`config.mk`:
```
export PLATFORM = sky130hd
export DESIGN_NAME = fault_logbook_and_classifier
export DESIGN_NICKNAME = d
export VERILOG_FILES = /design/src/core/fault_log_pkg.sv /design/src/core/fault_logbook_and_classifier.sv
export VERILOG_INCLUDE_DIRS = /design/src /design/src/core
export SDC_FILE = /design/constraint.sdc
export NUM_CORES = 1
export LEC_CHECK = 0
export BUFFER_PORTS_ARGS = -buffer_cell sky130_fd_sc_hd__buf_2
export CAP_MARGIN = 20
export CELL_PAD_IN_SITES_DETAIL_PLACEMENT = 1
export CELL_PAD_IN_SITES_GLOBAL_PLACEMENT = 1
export CORE_ASPECT_RATIO = 0.6
export CORE_MARGIN = 4
export CORE_UTILIZATION = 25
export CTS_BUF_LIST = sky130_fd_sc_hd__clkbuf_16
export DETAILED_ROUTE_END_ITERATION = 8
export PLACE_DENSITY = 0.56
export SLEW_MARGIN = 20
export SYNTH_ARGS = -nofsm -noshare
export SYNTH_HDL_FRONTEND = slang
export SYNTH_SLANG_ARGS = --single-unit
```
`constraint.sdc`:
```
create_clock -name clock -period 2.5 [get_ports clock]
set_input_delay 0.125 -clock clock [delete_from_list [all_inputs] [get_ports clock]]
set_output_delay 0.125 -clock clock [all_outputs]
set_load 0.02 [all_outputs]
```
`src/core/fault_log_params.svh`:
```
// Constants for the fault logbook and classifier.
// Assumes inclusion by bare name from the package and the design file.
`ifndef FAULT_LOG_PARAMS_SVH
`define FAULT_LOG_PARAMS_SVH
`define LOG_DEPTH 5
`define LOG_IDX_W 3
`define CODE_W 8
`define COUNT_W 8
`define HOURS_W 24
`define TEMP_W 10
`define COUNT_MAX 8'hff
`define COUNT_ONE 8'h01
`define IDX_LAST 3'h4
`define IDX_ZERO 3'h0
`define IDX_ONE 3'h1
`endif

```
`src/core/fault_log_pkg.sv`:
```
// Types shared by the fault logbook and its users.
// Assumes fault_log_params.svh is on the include path.
`default_nettype none
`include "fault_log_params.svh"
package fault_log_pkg;
  // Severity of a reported fault.
  typedef enum logic [1:0] {
    CLASS_NONE,
    CLASS_WARNING,
    CLASS_ALARM
  } fault_class_t;

  // Nature of a detected fault, used to class it.
  typedef struct packed {
    logic operator_sequence;
    logic derating;
    logic drive_failure;
    logic safety_failure;
    logic watchdog;
  } fault_kind_t;

  // One logbook entry.
  typedef struct packed {
    logic [`CODE_W-1:0] code;
    logic [`COUNT_W-1:0] count;
    logic [`HOURS_W-1:0] hours;
    logic [`TEMP_W-1:0] temp;
  } log_entry_t;

  // Power stage commands.
  typedef struct packed {
    logic bridge_enable;
    logic main_contactor;
    logic electromagnetic_brake;
    logic reduce_performance;
    logic regen_stop;
  } power_cmd_t;
endpackage : fault_log_pkg
`default_nettype wire

```
`src/core/fault_logbook_and_classifier.sv`:
```
// Fault classifier and five-entry alarm logbook with power stage control.
// Assumes fault_valid is a one-cycle pulse from logic on the same clock;
// the key switch cycle is the reset.
//
// Operation
// - The logbook holds exactly five entries, each able to hold another alarm.
// - With all entries used, a new different alarm drops the oldest entry.
// - Each entry holds the alarm code and a back-to-back repeat count.
// - An alarm equal to the newest entry only increments that entry's count.
// - The hour meter is captured at first occurrence and kept on repeats.
// - The inverter temperature is captured at first occurrence.
// - An alarm disables the bridge, and opens the contactor and applies the brake where the hardware allows.
// - A warning keeps power enabled and derates or stops by regen braking.
// - Operator sequence and derating faults are classed as warnings.
// - Drive failures and safety failures are classed as alarms.
// - Watchdog alarms clear only at key cycle, others on a new request.
`default_nettype none
`include "fault_log_params.svh"
module fault_logbook_and_classifier
  import fault_log_pkg::*;
(
  input wire logic clock,
  input wire logic rst_n,
  input wire logic fault_valid,
  input wire logic [`CODE_W-1:0] fault_code,
  input wire fault_kind_t fault_kind,
  input wire logic [`HOURS_W-1:0] hour_meter,
  input wire logic [`TEMP_W-1:0] inverter_temp,
  input wire logic new_request,
  input wire logic contactor_possible,
  input wire logic brake_possible,
  input wire logic regen_stop_select,
  input wire logic [`LOG_IDX_W-1:0] read_index,
  output logic [`LOG_IDX_W-1:0] log_used,
  output log_entry_t read_entry,
  output power_cmd_t power_cmd,
  output logic alarm_active,
  output logic warning_active
);

  ////////////////////////////////////////////////////////////////////////
  // Classification.
  fault_class_t fclass;
  logic is_alarm;
  logic is_warning;

  // Hard failures win over soft ones so a doubtful report stops the truck.
  always_comb begin
    if (fault_kind.drive_failure || fault_kind.safety_failure ||
        fault_kind.watchdog) begin
      fclass = CLASS_ALARM;
    end else if (fault_kind.operator_sequence || fault_kind.derating) begin
      fclass = CLASS_WARNING;
    end else begin
      fclass = CLASS_NONE;
    end
  end

  assign is_alarm = fault_valid && (fclass == CLASS_ALARM);
  assign is_warning = fault_valid && (fclass == CLASS_WARNING);

  ////////////////////////////////////////////////////////////////////////
  // Latched alarm and warning state.
  logic alarm_reg, alarm_next;
  logic wd_reg, wd_next;
  logic warn_reg, warn_next;

  // The watchdog latch has no clear path: only reset, i.e. key cycle.
  always_comb begin
    alarm_next = alarm_reg;
    wd_next = wd_reg;
    warn_next = warn_reg;
    if (new_request) begin
      alarm_next = 1'b0;
      warn_next = 1'b0;
    end
    if (is_alarm) begin
      alarm_next = 1'b1;
    end
    if (is_alarm && fault_kind.watchdog) begin
      wd_next = 1'b1;
    end
    if (is_warning) begin
      warn_next = 1'b1;
    end
  end

  always_ff @(posedge clock or negedge rst_n) begin
    if (!rst_n) begin
      alarm_reg <= 1'b0;
      wd_reg <= 1'b0;
      warn_reg <= 1'b0;
    end else begin
      alarm_reg <= alarm_next;
      wd_reg <= wd_next;
      warn_reg <= warn_next;
    end
  end

  assign alarm_active = alarm_reg || wd_reg;
  assign warning_active = warn_reg && !alarm_active;

  ////////////////////////////////////////////////////////////////////////
  // Power stage commands, registered.
  power_cmd_t cmd_reg, cmd_next;

  // Contactor and brake act only where the hardware still allows it.
  always_comb begin
    cmd_next.bridge_enable = !alarm_active;
    cmd_next.main_contactor = !(alarm_active && contactor_possible);
    cmd_next.electromagnetic_brake = alarm_active && brake_possible;
    cmd_next.reduce_performance = warning_active && !regen_stop_select;
    cmd_next.regen_stop = warning_active && regen_stop_select;
  end

  always_ff @(posedge clock or negedge rst_n) begin
    if (!rst_n) begin
      cmd_reg <= '0;
    end else begin
      cmd_reg <= cmd_next;
    end
  end

  assign power_cmd = cmd_reg;

  ////////////////////////////////////////////////////////////////////////
  // Logbook: entry 0 is the newest, entry LOG_DEPTH-1 the oldest.
  log_entry_t log_reg [`LOG_DEPTH];
  log_entry_t log_next [`LOG_DEPTH];
  logic [`LOG_IDX_W-1:0] used_reg, used_next;
  logic repeat_hit;
  log_entry_t fresh;

  assign repeat_hit = (used_reg != `IDX_ZERO) &&
                      (log_reg[0].code == fault_code);
  assign fresh = '{code: fault_code, count: `COUNT_ONE,
                   hours: hour_meter, temp: inverter_temp};

  // A new alarm shifts every entry one place older; the last falls off.
  always_comb begin
    used_next = used_reg;
    for (int i = 0; i < `LOG_DEPTH; i++) begin
      log_next[i] = log_reg[i];
    end
    if (is_alarm && repeat_hit) begin
      if (log_reg[0].count != `COUNT_MAX) begin
        log_next[0].count = log_reg[0].count + `COUNT_ONE;
      end
    end else if (is_alarm) begin
      log_next[0] = fresh;
      for (int i = 1; i < `LOG_DEPTH; i++) begin
        log_next[i] = log_reg[i-1];
      end
      if (used_reg != 3'(`LOG_DEPTH)) begin
        used_next = used_reg + `IDX_ONE;
      end
    end
  end

  // Entries are generated so each register has its own reset.
  genvar g;
  generate
    for (g = 0; g < `LOG_DEPTH; g++) begin : g_entry
      always_ff @(posedge clock or negedge rst_n) begin
        if (!rst_n) begin
          log_reg[g] <= '0;
        end else begin
          log_reg[g] <= log_next[g];
        end
      end
    end
  endgenerate

  always_ff @(posedge clock or negedge rst_n) begin
    if (!rst_n) begin
      used_reg <= `IDX_ZERO;
    end else begin
      used_reg <= used_next;
    end
  end

  assign log_used = used_reg;

  // Console read port; out-of-range or empty slots read as zero.
  log_entry_t rd_reg, rd_next;
  always_comb begin
    rd_next = '0;
    if (read_index < used_reg) begin
      rd_next = log_reg[read_index];
    end
  end

  always_ff @(posedge clock or negedge rst_n) begin
    if (!rst_n) begin
      rd_reg <= '0;
    end else begin
      rd_reg <= rd_next;
    end
  end

  assign read_entry = rd_reg;
endmodule : fault_logbook_and_classifier
`default_nettype wire

```
# Yosys cells after proc, flatten, opt, wreduce, memory -nomap -nowiden
# Cells that the tools add are included.
dict set report totals {
  ff_bits 311
  input_bits 57
  word_cells 81
}
dict set report op_classes {
  addsub 2
  n_lt_le_gt_ge 2
  eq_ne 6
  muxes 12
  n_bitwise 2
  n_reduce_logical 24
}
# op count
set op_table {}
lappend op_table {{2-to-1 mux 242 bit} 1}
lappend op_table {{binary-select mux 50 bit (select 3 bit)} 1}
lappend op_table {{2-to-1 mux 50 bit} 3}
lappend op_table {{2-to-1 mux 8 bit} 2}
lappend op_table {{logical AND 1 bit} 10}
lappend op_table {{adder 8 x 1 -> 8 bit, second input constant} 1}
lappend op_table {{equality test 8 bit} 1}
lappend op_table {{inequality test 8 bit, second input constant} 1}
lappend op_table {{nonzero test 2 bit} 3}
lappend op_table {{>= comparator 4 bit, second input constant} 1}
lappend op_table {{logical OR 1 bit} 4}
lappend op_table {{2-to-1 mux 1 bit} 4}
lappend op_table {{NOT 3 -> 4 bit} 1}
lappend op_table {{AND reduction 2 bit} 2}
lappend op_table {{adder 3 x 1 -> 3 bit, second input constant} 1}
lappend op_table {{zero test 1 bit} 3}
lappend op_table {{< comparator 3 bit} 1}
lappend op_table {{inequality test 3 bit, second input constant} 1}
lappend op_table {{AND reduction 3 bit} 1}
lappend op_table {{nonzero test 3 bit} 1}
lappend op_table {{equality test 2 x 1 -> 1 bit, second input constant} 1}
lappend op_table {{equality test 2 bit, second input constant} 1}
lappend op_table {{2-to-1 mux 2 bit} 1}
lappend op_table {{inequality test 2 x 1 -> 1 bit, second input constant} 1}
lappend op_table {{NOT 1 bit} 1}

# Depth between registers and ports, before layout
# Gate-level depths: netlist of run 1.
dict set report logic_depth {
  word_depth 8
  mapped_depth 8
}

# Least setup slack after synthesis of run 1
# No wires, ideal clock.
dict set report synth_timing {
  path_type {register to register}
  startpoint {reg used_reg[0], in the netlist log_used[0]}
  endpoint {reg log_reg[138] (netlist name)}
  setup_ps 125
  arrival_time_ps 1942
  slack_ps 433
  stages_incl_launch_ff 9
  synth_period_minus_slack_ps 2067
  path_cell_list {dfrtp_1 -> inv_1 -> ha_1 -> a21o_1 -> o31a_1 -> buf_6 -> buf_6 -> buf_6 -> mux2_4}
}
dict set report synth_between {
  elab_chain_cells 5
}
# element line_no
set synth_rtl {}
lappend synth_rtl {{start: declaration} fault_logbook_and_classifier.sv:130} ;# logic [`LOG_IDX_W-1:0] used_reg, used_next;
lappend synth_rtl {{start signal: assignment} fault_logbook_and_classifier.sv:176} ;# used_reg <= `IDX_ZERO;
lappend synth_rtl {{start signal: assignment} fault_logbook_and_classifier.sv:178} ;# used_reg <= used_next;
lappend synth_rtl {{nonzero test 3 bit (no source line)} -}
lappend synth_rtl {{logical AND 1 bit} fault_logbook_and_classifier.sv:134} ;# assign repeat_hit = (used_reg != `IDX_ZERO) &&
lappend synth_rtl {{logical AND 1 bit} fault_logbook_and_classifier.sv:145} ;# if (is_alarm && repeat_hit) begin
lappend synth_rtl {{NOT 1 bit (no source line)} -}
lappend synth_rtl {{AND reduction 2 bit (no source line)} -}
lappend synth_rtl {{end signal: indexed assignment} fault_logbook_and_classifier.sv:168} ;# log_reg[g] <= log_next[g];
lappend synth_rtl {{end: declaration} fault_logbook_and_classifier.sv:128} ;# log_entry_t log_reg [`LOG_DEPTH];
# Every way passes these cells.
# A chain may end at the register's enable or synchronous reset.

# Worst setup path after layout of run 1
dict set report layout_timing {
  startpoint {reg used_reg[0], in the netlist log_used[0]}
  endpoint {reg log_reg[25] (netlist name)}
}
# Same word-level chain as after synthesis.

==> results.sh, run 1 <==
export IMPL_ys_flop_type="dfrtp_1"
export IMPL_cp_start_kind="flop"
export IMPL_yosys_area_top_type="dfrtp_1"
export IMPL_clk_latency_ns=0.53
export IMPL_crit_type="flop to flop"
export IMPL_ys_ff_latch=311
export IMPL_drv_cap=0
export IMPL_largest_reg_flops=250
export IMPL_numCtsBuffers=34
export IMPL_min_path_type="input port to async pin"
export IMPL_nNetsFinal=1082
export IMPL_drive_gt1_share_pct=46.5
export IMPL_arrival_ns=2.77
export IMPL_routed_wl_um=33000
export IMPL_area_growth_pct=21.9
export IMPL_r2r_end="log_reg[25]"
export IMPL_hold_viol=0
export IMPL_ant_nets=0
export IMPL_wl_per_cell_um=18.7
export IMPL_synth_area_per_cell_um2=16.3
export IMPL_yosysTopAreaCellShare_pct=56.2
export IMPL_setup_violations=0
export IMPL_grt_max_degree=132
export IMPL_clockRootBuffer="clkbuf_16"
export IMPL_die_w_um=312
export IMPL_fmax_ghz=0.422
export IMPL_post_cts_buffers=0
export IMPL_die_area_mm2=0.0593
export IMPL_grt_pass1_vias=8478
export IMPL_tightest_slew_ns=0.979
export IMPL_yosysSeqAreaShare_pct=56.2
export IMPL_worstPathRequired_ns=2.90
export IMPL_end_kind="flop"
export IMPL_power_density_mw_per_mm2=928
export IMPL_netlist_instances=847
export IMPL_dp_hpwl_um=20000
export IMPL_grt_total_usage_pct=11.1
export IMPL_rsz0062_at_grt="false"
export IMPL_rows=66
export IMPL_ir_drop_uv=397
export IMPL_drc=0
export IMPL_vias_per_cell=4.39
export IMPL_clock_sinks=311
export IMPL_dpl_worst_slack_ns=0.138
export IMPL_synth_top_cells_by_area="dfrtp_1 (56%), mux2_4 (20%), mux4_2 (8.1%), mux2_2 (4.3%), a22oi_1 (2.7%)"
export IMPL_vias=7710
export IMPL_maxSlewViolCount=0
export IMPL_syn_num_nets=910
export IMPL_fin_ws_ns=0.133
export IMPL_reg2reg_from="log_used[0]"
export IMPL_synth_edff_count=0
export IMPL_ios=117
export IMPL_initialDrtViolationCount=389
export IMPL_ys_types=42
export IMPL_h_tree_depth=2
export IMPL_rr_worst_depth=6
export IMPL_crit_fanout=131
export IMPL_netlist_area_mm2=0.0138
export IMPL_cts_tree="yes"
export IMPL_drtPass1Iterations=4
export IMPL_grt_ovfl_total=0
export IMPL_finalSetupTns_ns=0
export IMPL_yosysWarnings=0
export IMPL_slew_headroom_pct=34.7
export IMPL_start_util_pct=25.4
export IMPL_cts_buffer_depth=3
export IMPL_worst_clock_skew_ns=0.0210
export IMPL_rrSetupSlack_ns=0.13
export IMPL_fin_crit_sh_pct=94.7
export IMPL_core_area_mm2=0.0545
export IMPL_antenna_found_initial=0
export IMPL_clk_pin_slew_ns=0.06
export IMPL_outcome="complete, no violations"
export IMPL_postSynth_asyncResetShare_pct=100
export IMPL_grt_pass1_wl_um=52100
export IMPL_leakage_uw=0.00776
export IMPL_portBuffers=116
export IMPL_period_needed_ns=2.37
export IMPL_die_h_um=190
export IMPL_place_gp_congestion=0.692
[power breakdown]
group | switching [uW] | internal [uW]
sequential | 796 | 6190
combinational | 1540 | 1930
clock | 2150 | 3060
[worst max-delay path, cell delays in order, from the launching register on]
cell	delay [ns]
dfrtp_1	0.42
inv_1	0.12
ha_1	0.16
a21o_1	0.13
o31a_2	0.20
buf_16	0.59
mux2_2	0.42
[Yosys cell counts (all sizes together), types with 2 or more instances]
| cell type | instances |
|---|---|
| a21oi | 3 |
| nand4 | 2 |
| dfrtp | 311 |
| inv | 7 |
| nor3 | 4 |
| ha | 6 |
| nand3 | 4 |
| nor2 | 58 |
| clkbuf | 21 |
| a22oi | 50 |
| buf | 34 |
| xnor2 | 8 |
| mux4 | 50 |
| o21ai | 6 |
| mux2 | 241 |
| nand2 | 17 |
| o31a | 2 |
| a21o | 3 |
[worst max path at each step]
| stage | slack [ns] | cells after the start | end | startpoint |
|---|---|---|---|---|
| after detailed placement | 0.14 | 6 | log_reg[25] | log_used[1] |
| after global placement | 0.17 | 6 | log_reg[22] | log_used[0] |
| final | 0.13 | 6 | log_reg[25] | log_used[0] |
| after global routing | 0.03 | 6 | log_reg[23] | log_used[1] |
| after floorplan | 0.43 | 8 | log_reg[138] | log_used[0] |
| after CTS | 0.13 | 6 | log_reg[25] | log_used[0] |
[logic make-up after synthesis]
logic type / synth area share, %
fa+ha+maj: 0.542
flops: 56.2
mux: 32.9
xor+xnor: 0.570
simple gates: 2.72
compound gates: 3.95
buf+inv: 3.07
[cells in the final DEF, fill, tap and decap left out, drive strengths merged, types with 2 or more instances in the layout]
cell and n:
dfrtp 311, mux2 241, buf 141, nor2 58, mux4 50, a22oi 50
dlygate4sd3 50, clkbuf 35, inv 19, nand2 17, xnor2 8, clkinv 8
o21ai 6, ha 6, bufinv 5, nand3 4, nor3 4, a21oi 3
a21o 3, nand4 2, o31a 2
[layout make-up]
type / count / area [um^2]
clock buffers: 35 / 876
inverters: 8 / 30.0
flip-flops and latches: 311 / 7780
well taps: 714 / 893
repair buffers: 191 / 1400
diodes: 1 / 2.50
clock inverters: 25 / 248
fillers: 5701 / 37600
multi-input cells: 473 / 5640
[per-layer routing]
metal  vias to the layer above  share of wire (%)  GRT usage (%)
li1                       3450                  -              -
met1                      4118                 51           16.4
met2                       109                 44           16.8
met3                        33                3.9           2.40
met4                         0                1.3           2.01
met5                         -                  0              0
[stage by stage]
stage	hold WS [ns]	power [uW]	area (um^2)	utilization, %	instances
after floorplan	-0.171	9330	13800	-	847
final	0.199	15700	16900	31.0	1758
after CTS	0.176	16000	16900	30.9	1757
after detailed placement	0.171	10500	15200	28.0	1647
after global routing	0.197	16600	16900	31.0	1757
after global placement	0.169	10400	15200	28.0	1647
[what timing repair did]
item	CTS	global route
hold buffers	50	0
gates resized for setup	0	1
endpoints found under the hold margin	120	0
setup endpoints to repair	0	4
No activity file was read; power rests on OpenSTA's default activity.
==> inputs of run 2 (changes only) <==
Settings changed: ABC_AREA set to 1, BUFFER_PORTS_ARGS -buffer_cell sky130_fd_sc_hd__buf_2 to unset, DONT_BUFFER_PORTS set to 1, PLACE_DENSITY 0.56 to 0.58.
Clock period 2.5 ns to 2.75 ns, I/O delays scaled along.
==> run 2 against run 1 <==
Against the previous run: the flow now finishes with violations (negative hold slack); critical path depth increased by 5; register-to-register slack improved by 0.12 ns; clock skew decreased by 0.0020 ns; via count increased by 45%; clock-buffer cell count increased by 4.
==> results.sh, run 2 <==
export IMPL_outcome="finished, violations left"
export IMPL_violations="negative hold slack"
export IMPL_slew_headroom_pct=25.7
export IMPL_yosys_top_cells_count="nand2_1 (412), dfrtp_1 (311), nand3_1 (244), a21oi_1 (151), o21ai_0 (131)"
export IMPL_post_dp_cell_area_mm2=0.0144
export IMPL_multiInputGateArea_mm2=0.00494
export IMPL_synth_mux_area_share_pct=0
export IMPL_dp_hpwl_um=25200
export IMPL_die_h_um=191
export IMPL_yosys_area_top_type="dfrtp_1"
export IMPL_final_common_cell="nand2_1"
export IMPL_maxSlewViolCount=0
export IMPL_largest_reg_flops=250
export IMPL_initialDrtViolationCount=652
export IMPL_ys_ff_latch=311
export IMPL_yosysTopAreaCellShare_pct=56.0
export IMPL_fillers=6385
export IMPL_final_core_util_pct=29.7
export IMPL_n_antenna_cell=0
export IMPL_synth_area_per_cell_um2=8.47
export IMPL_dpl_worst_slack_ns=0.251
export IMPL_fin_ws_ns=0.249
export IMPL_crit_type="flop to flop"
export IMPL_nNetsFinal=1707
export IMPL_vias_per_cell=4.62
export IMPL_synth_fa_ha_area_share_pct=0.540
export IMPL_clk_pin_slew_ns=0.06
export IMPL_fmax_ghz=0.400
export IMPL_cts_tree="yes"
export IMPL_setup_violations=0
export IMPL_core_area_mm2=0.0546
export IMPL_drtPass1Iterations=5
export IMPL_ir_drop_uv=360
export IMPL_start_util_pct=25.5
export IMPL_leakage_uw=0.00762
export IMPL_die_w_um=312
export IMPL_ios=117
export IMPL_clk_latency_ns=0.53
export IMPL_rows=66
export IMPL_cp_start_kind="flop"
export IMPL_clock_sinks=311
export IMPL_finalSetupTns_ns=0
export IMPL_yosysSeqAreaShare_pct=56.0
export IMPL_cts_hold_buffers_added=61
export IMPL_grt_total_usage_pct=15.4
export IMPL_min_path_type="input port to async pin"
export IMPL_grt_pass1_wl_um=72900
export IMPL_cts_resized=0
export IMPL_place_gp_congestion=0.739
export IMPL_fin_area_mm2=0.0162
export IMPL_fin_total_pwr_uw=12300
export IMPL_post_cts_buffers=0
export IMPL_arrival_ns=2.94
export IMPL_rsz0062_at_grt="false"
export IMPL_wl_per_cell_um=18.9
export IMPL_vias=11200
export IMPL_routed_wl_um=45600
export IMPL_synth_top_family_by_area="simple AND/OR/NAND/NOR gates"
export IMPL_yosysWarnings=0
export IMPL_h_tree_depth=2
export IMPL_grt_pass1_vias=12100
export IMPL_netlist_area_mm2=0.0139
export IMPL_synth_compound_area_share_pct=13.5
export IMPL_yosys_cell_count_top_type="nand2_1"
export IMPL_fin_crit_sh_pct=90.9
export IMPL_drv_cap=0
export IMPL_netlist_instances=1641
export IMPL_drc=0
export IMPL_tightest_slew_ns=1.11
export IMPL_crit_fanout=54
export IMPL_period_needed_ns=2.50
export IMPL_grt_max_degree=312
export IMPL_end_kind="flop"
export IMPL_cts_buffer_depth=3
export IMPL_hold_viol=311
export IMPL_area_growth_pct=16.8
export IMPL_synth_edff_count=0
export IMPL_die_area_mm2=0.0596
export IMPL_power_density_mw_per_mm2=758
export IMPL_final_cell_mix="nand2_1 (411), dfrtp_1 (311), nand3_1 (244), a21oi_1 (151), inv_1 (139)"
export IMPL_synth_top_cells_by_area="dfrtp_1 (56%), nand2_1 (11%), nand3_1 (8.8%), a21oi_1 (5.4%), o21ai_0 (4.7%)"
export IMPL_synth_xor_area_share_pct=0.378
export IMPL_ant_nets=0
export IMPL_portBuffers=0
export IMPL_numCtsBuffers=37
export IMPL_syn_num_nets=1704
export IMPL_postSynth_asyncResetShare_pct=100
export IMPL_worstPathRequired_ns=3.19
export IMPL_regArea_mm2=0.00778
export IMPL_grt_ovfl_total=0
export IMPL_ys_flop_type="dfrtp_1"
export IMPL_fin_hold_ws_ns=-0.676
export IMPL_drive_gt1_share_pct=5.52
export IMPL_synthSimpleGateAreaFrac_pct=20.9
export IMPL_worst_clock_skew_ns=0.0190
export IMPL_antenna_found_initial=1
export IMPL_clockRootBuffer="clkbuf_16"
export IMPL_ys_types=28
-- run 2: worst paths after layout --
kind / from / to / slack [ns] / cells past startpoint
max reg2reg: log_used[1] / log_used[2] / 0.25 / 11
min reg2reg: log_reg[162] / log_reg[162] / 0.47 / 2
min in group clock: read_index[0] / read_entry[33] / 0.03 / 4
min: rst_n / read_entry[39] / -0.68 / 0
max: log_used[1] / log_used[2] / 0.25 / 11
max in group asynchronous: rst_n / log_used[2] / 2.54 / 0
-- run 2: cells by family after synthesis --
group / after synthesis
adder cells (fa/ha/maj): 6
AND/OR/NAND/NOR: 685
flip-flops: 311
XOR/XNOR: 6
buffers and inverters: 260
AO/OA/AOI/OAI: 373
-- run 2: layout make-up --
type                    instances  area share (%)
flip-flops and latches        311            47.9
multi-input cells            1070            30.4
clock buffers                  39            6.01
well taps                     748            5.77
repair buffers                 86            5.66
inverters                     138            3.20
clock inverters                23           0.971
-- run 2: through the flow --
| step | instances | hold slack, ns |
|---|---|---|
| 2_1_floorplan | 1641 | -0.158 |
| 3_3_place_gp | 2292 | -0.131 |
| 3_5_place_dp | 2292 | -0.134 |
| 4_1_cts | 2415 | -0.696 |
| 5_1_grt | 2415 | -0.709 |
| 6_report | 2415 | -0.676 |
-- run 2: worst max-delay path, stage by stage, from the launching register on --
cell	delay, ns
dfrtp_1	0.49
inv_1	0.16
ha_1	0.16
nand2_1	0.06
nand2_1	0.06
nor2_1	0.04
nand3_1	0.10
inv_1	0.08
nand2_4	0.12
buf_4	0.56
nand3_1	0.29
o21ai_0	0.27
-- run 2: per-layer routing --
layer  track usage (%)  vias to the layer above  wire (um)
met5                 0                        -          0
met4              2.79                        0        600
met3              2.90                       44       1600
met2              24.6                      126      20300
met1              22.0                     5607      23100
li1                  -                     5387          -
-- run 2: power breakdown --
| group | switching (uW) | internal [uW] | leakage [uW] | total [uW] |
|---|---|---|---|---|
| clock | 1970 | 2740 | 0.000598 | 4710 |
| sequential | 650 | 5240 | 0.00404 | 5890 |
| combinational | 1120 | 594 | 0.00298 | 1710 |
==> inputs of run 3 (changes only) <==
Settings changed: HOLD_SLACK_MARGIN set to 0.02, TNS_END_PERCENT set to 100.
==> run 3 against run 2 <==
Against the previous run: the flow still finishes with violations (negative hold slack); hold slack barely moved; first-iteration DRC count rose by 2.6%; fmax fell by 1.3%; sequential share of layout area rose by 0.089 points; register-to-register slack got worse by 0.03 ns.
==> results.sh, run 3 (synthesis results as in run 2) <==
export IMPL_routed_wl_um=45000
export IMPL_crit_start="log_used[1]"
export IMPL_vias=11100
export IMPL_rsz0062_at_grt="false"
export IMPL_reg2reg_from="log_used[1]"
export IMPL_combinationalPowerShare_pct=13.9
export IMPL_tightest_slew_ns=1.05
export IMPL_clkPwrFrac_pct=38.2
export IMPL_wl_per_cell_um=18.7
export IMPL_setup_violations=0
export IMPL_dp_cells=2292
export IMPL_clk_latency_ns=0.53
export IMPL_largest_reg_flops=250
export IMPL_clock_sinks=311
export IMPL_cp_start_kind="flop"
export IMPL_numCtsBuffers=37
export IMPL_antenna_found_initial=2
export IMPL_grt_total_usage_pct=15.2
export IMPL_post_cts_buffers=0
export IMPL_fin_cells=2412
export IMPL_grt_pass1_wl_um=72200
export IMPL_maxSlewViolCount=0
export IMPL_p_seq_share_pct=47.9
export IMPL_core_area_mm2=0.0546
export IMPL_clockRootBuffer="clkbuf_16"
export IMPL_final_cell_mix="nand2_1 (411), dfrtp_1 (311), nand3_1 (244), a21oi_1 (151), inv_1 (139)"
export IMPL_initialDrtViolationCount=669
export IMPL_worstPathRequired_ns=3.18
export IMPL_dp_hpwl_um=25200
export IMPL_drive_gt1_share_pct=5.53
export IMPL_min_path_type="input port to async pin"
export IMPL_cp_endpoint="log_used[2]"
export IMPL_rr_worst_depth=11
export IMPL_arrival_ns=2.97
export IMPL_start_util_pct=25.5
export IMPL_cts_hold_buffers_added=58
export IMPL_finalSetupTns_ns=0
export IMPL_dpl_worst_slack_ns=0.251
export IMPL_ir_drop_uv=360
export IMPL_crit_type="flop to flop"
export IMPL_p_int_uw=8560
export IMPL_power_switching_uw=3740
export IMPL_vias_per_cell=4.62
export IMPL_nNetsFinal=1704
export IMPL_grt_pass1_vias=12100
export IMPL_hold_viol=311
export IMPL_leakage_uw=0.00760
export IMPL_clk_pin_slew_ns=0.06
export IMPL_cts_tree="yes"
export IMPL_h_tree_depth=2
export IMPL_drtPass1Iterations=5
export IMPL_n_antenna_cell=0
export IMPL_portBuffers=0
export IMPL_power_density_mw_per_mm2=759
export IMPL_crit_fanout=54
export IMPL_die_w_um=312
export IMPL_area_growth_pct=16.5
export IMPL_ios=117
export IMPL_worst_clock_skew_ns=0.0188
export IMPL_end_kind="flop"
export IMPL_period_needed_ns=2.53
export IMPL_r2r_end="log_used[2]"
export IMPL_fin_hold_ws_ns=-0.677
export IMPL_cts_buffer_depth=3
export IMPL_slew_headroom_pct=29.8
export IMPL_cts_resized=0
export IMPL_place_gp_congestion=0.739
export IMPL_fin_crit_sh_pct=92.1
export IMPL_ant_nets=0
export IMPL_rows=66
export IMPL_swShare_pct=30.4
export IMPL_fmax_ghz=0.395
export IMPL_final_common_cell="nand2_1"
export IMPL_fin_ws_ns=0.217
export IMPL_grt_ovfl_total=0
export IMPL_outcome="finished, violations left"
export IMPL_grt_max_degree=312
export IMPL_drv_cap=0
export IMPL_drc=0
export IMPL_violations="negative hold slack"
export IMPL_die_area_mm2=0.0596
export IMPL_die_h_um=191
export IMPL_rrSetupSlack_ns=0.22
## run 3: changes by cell type in the layout (fill, tap and decap cells not counted), sizes merged
cell	delta
dlygate4sd3	-3
## run 3: worst min path at each step
stage                          end  depth (start not counted)   from  slack, ns
global route        read_entry[39]                          0  rst_n      -0.71
CTS                   log_reg[194]                          0  rst_n      -0.70
finish              read_entry[39]                          0  rst_n      -0.68
detailed placement  read_entry[39]                          0  rst_n      -0.13
global placement    read_entry[40]                          0  rst_n      -0.13
floorplan                alarm_reg                          0  rst_n      -0.16
## run 3: layer usage
| layer | up-vias | GRT usage [%] | routed length (um) |
|---|---|---|---|
| met1 | 5575 | 21.9 | 22900 |
| met3 | 44 | 2.89 | 1660 |
| met4 | 0 | 2.75 | 596 |
| met2 | 133 | 24.1 | 19900 |
| li1 | 5387 | - | - |
| met5 | - | 0 | 0 |
## run 3: through the flow
step / power (uW) / util (%) / area, um^2
floorplan: 6990 / - / 13900
global placement: 7480 / 26.5 / 14400
detailed placement: 7580 / 26.5 / 14400
CTS: 12500 / 29.7 / 16200
global route: 13000 / 29.7 / 16200
finish: 12300 / 29.7 / 16200
## run 3: worst max-delay path: stages (launching register included)
cell and delay [ns]:
dfrtp_1 0.49, inv_1 0.17, ha_1 0.16, nand2_1 0.06, nand2_1 0.06, nor2_1 0.04
nand3_1 0.10, inv_1 0.09, nand2_4 0.12, buf_4 0.57, nand3_1 0.30, o21ai_0 0.27
## run 3: area by class of cell
class / instances / area, um^2
Sequential cell: 311 / 7780
Inverter: 138 / 519
Clock inverter: 23 / 158
Clock buffer: 39 / 976
Timing Repair Buffer: 83 / 888
Tap cell: 748 / 936
Fill cell: 6384 / 38400
Multi-Input combinational cell: 1070 / 4940
## run 3: power groups by stage
stage / logic, uW / clock network (uW) / registers [uW]
6_report: 1710 / 4700 / 5890
5_1_grt: 1970 / 5070 / 5980
4_1_cts: 1750 / 4870 / 5900
3_5_place_dp: 1610 / 0 / 5970
3_3_place_gp: 1530 / 0 / 5950
2_1_floorplan: 1190 / 0 / 5800
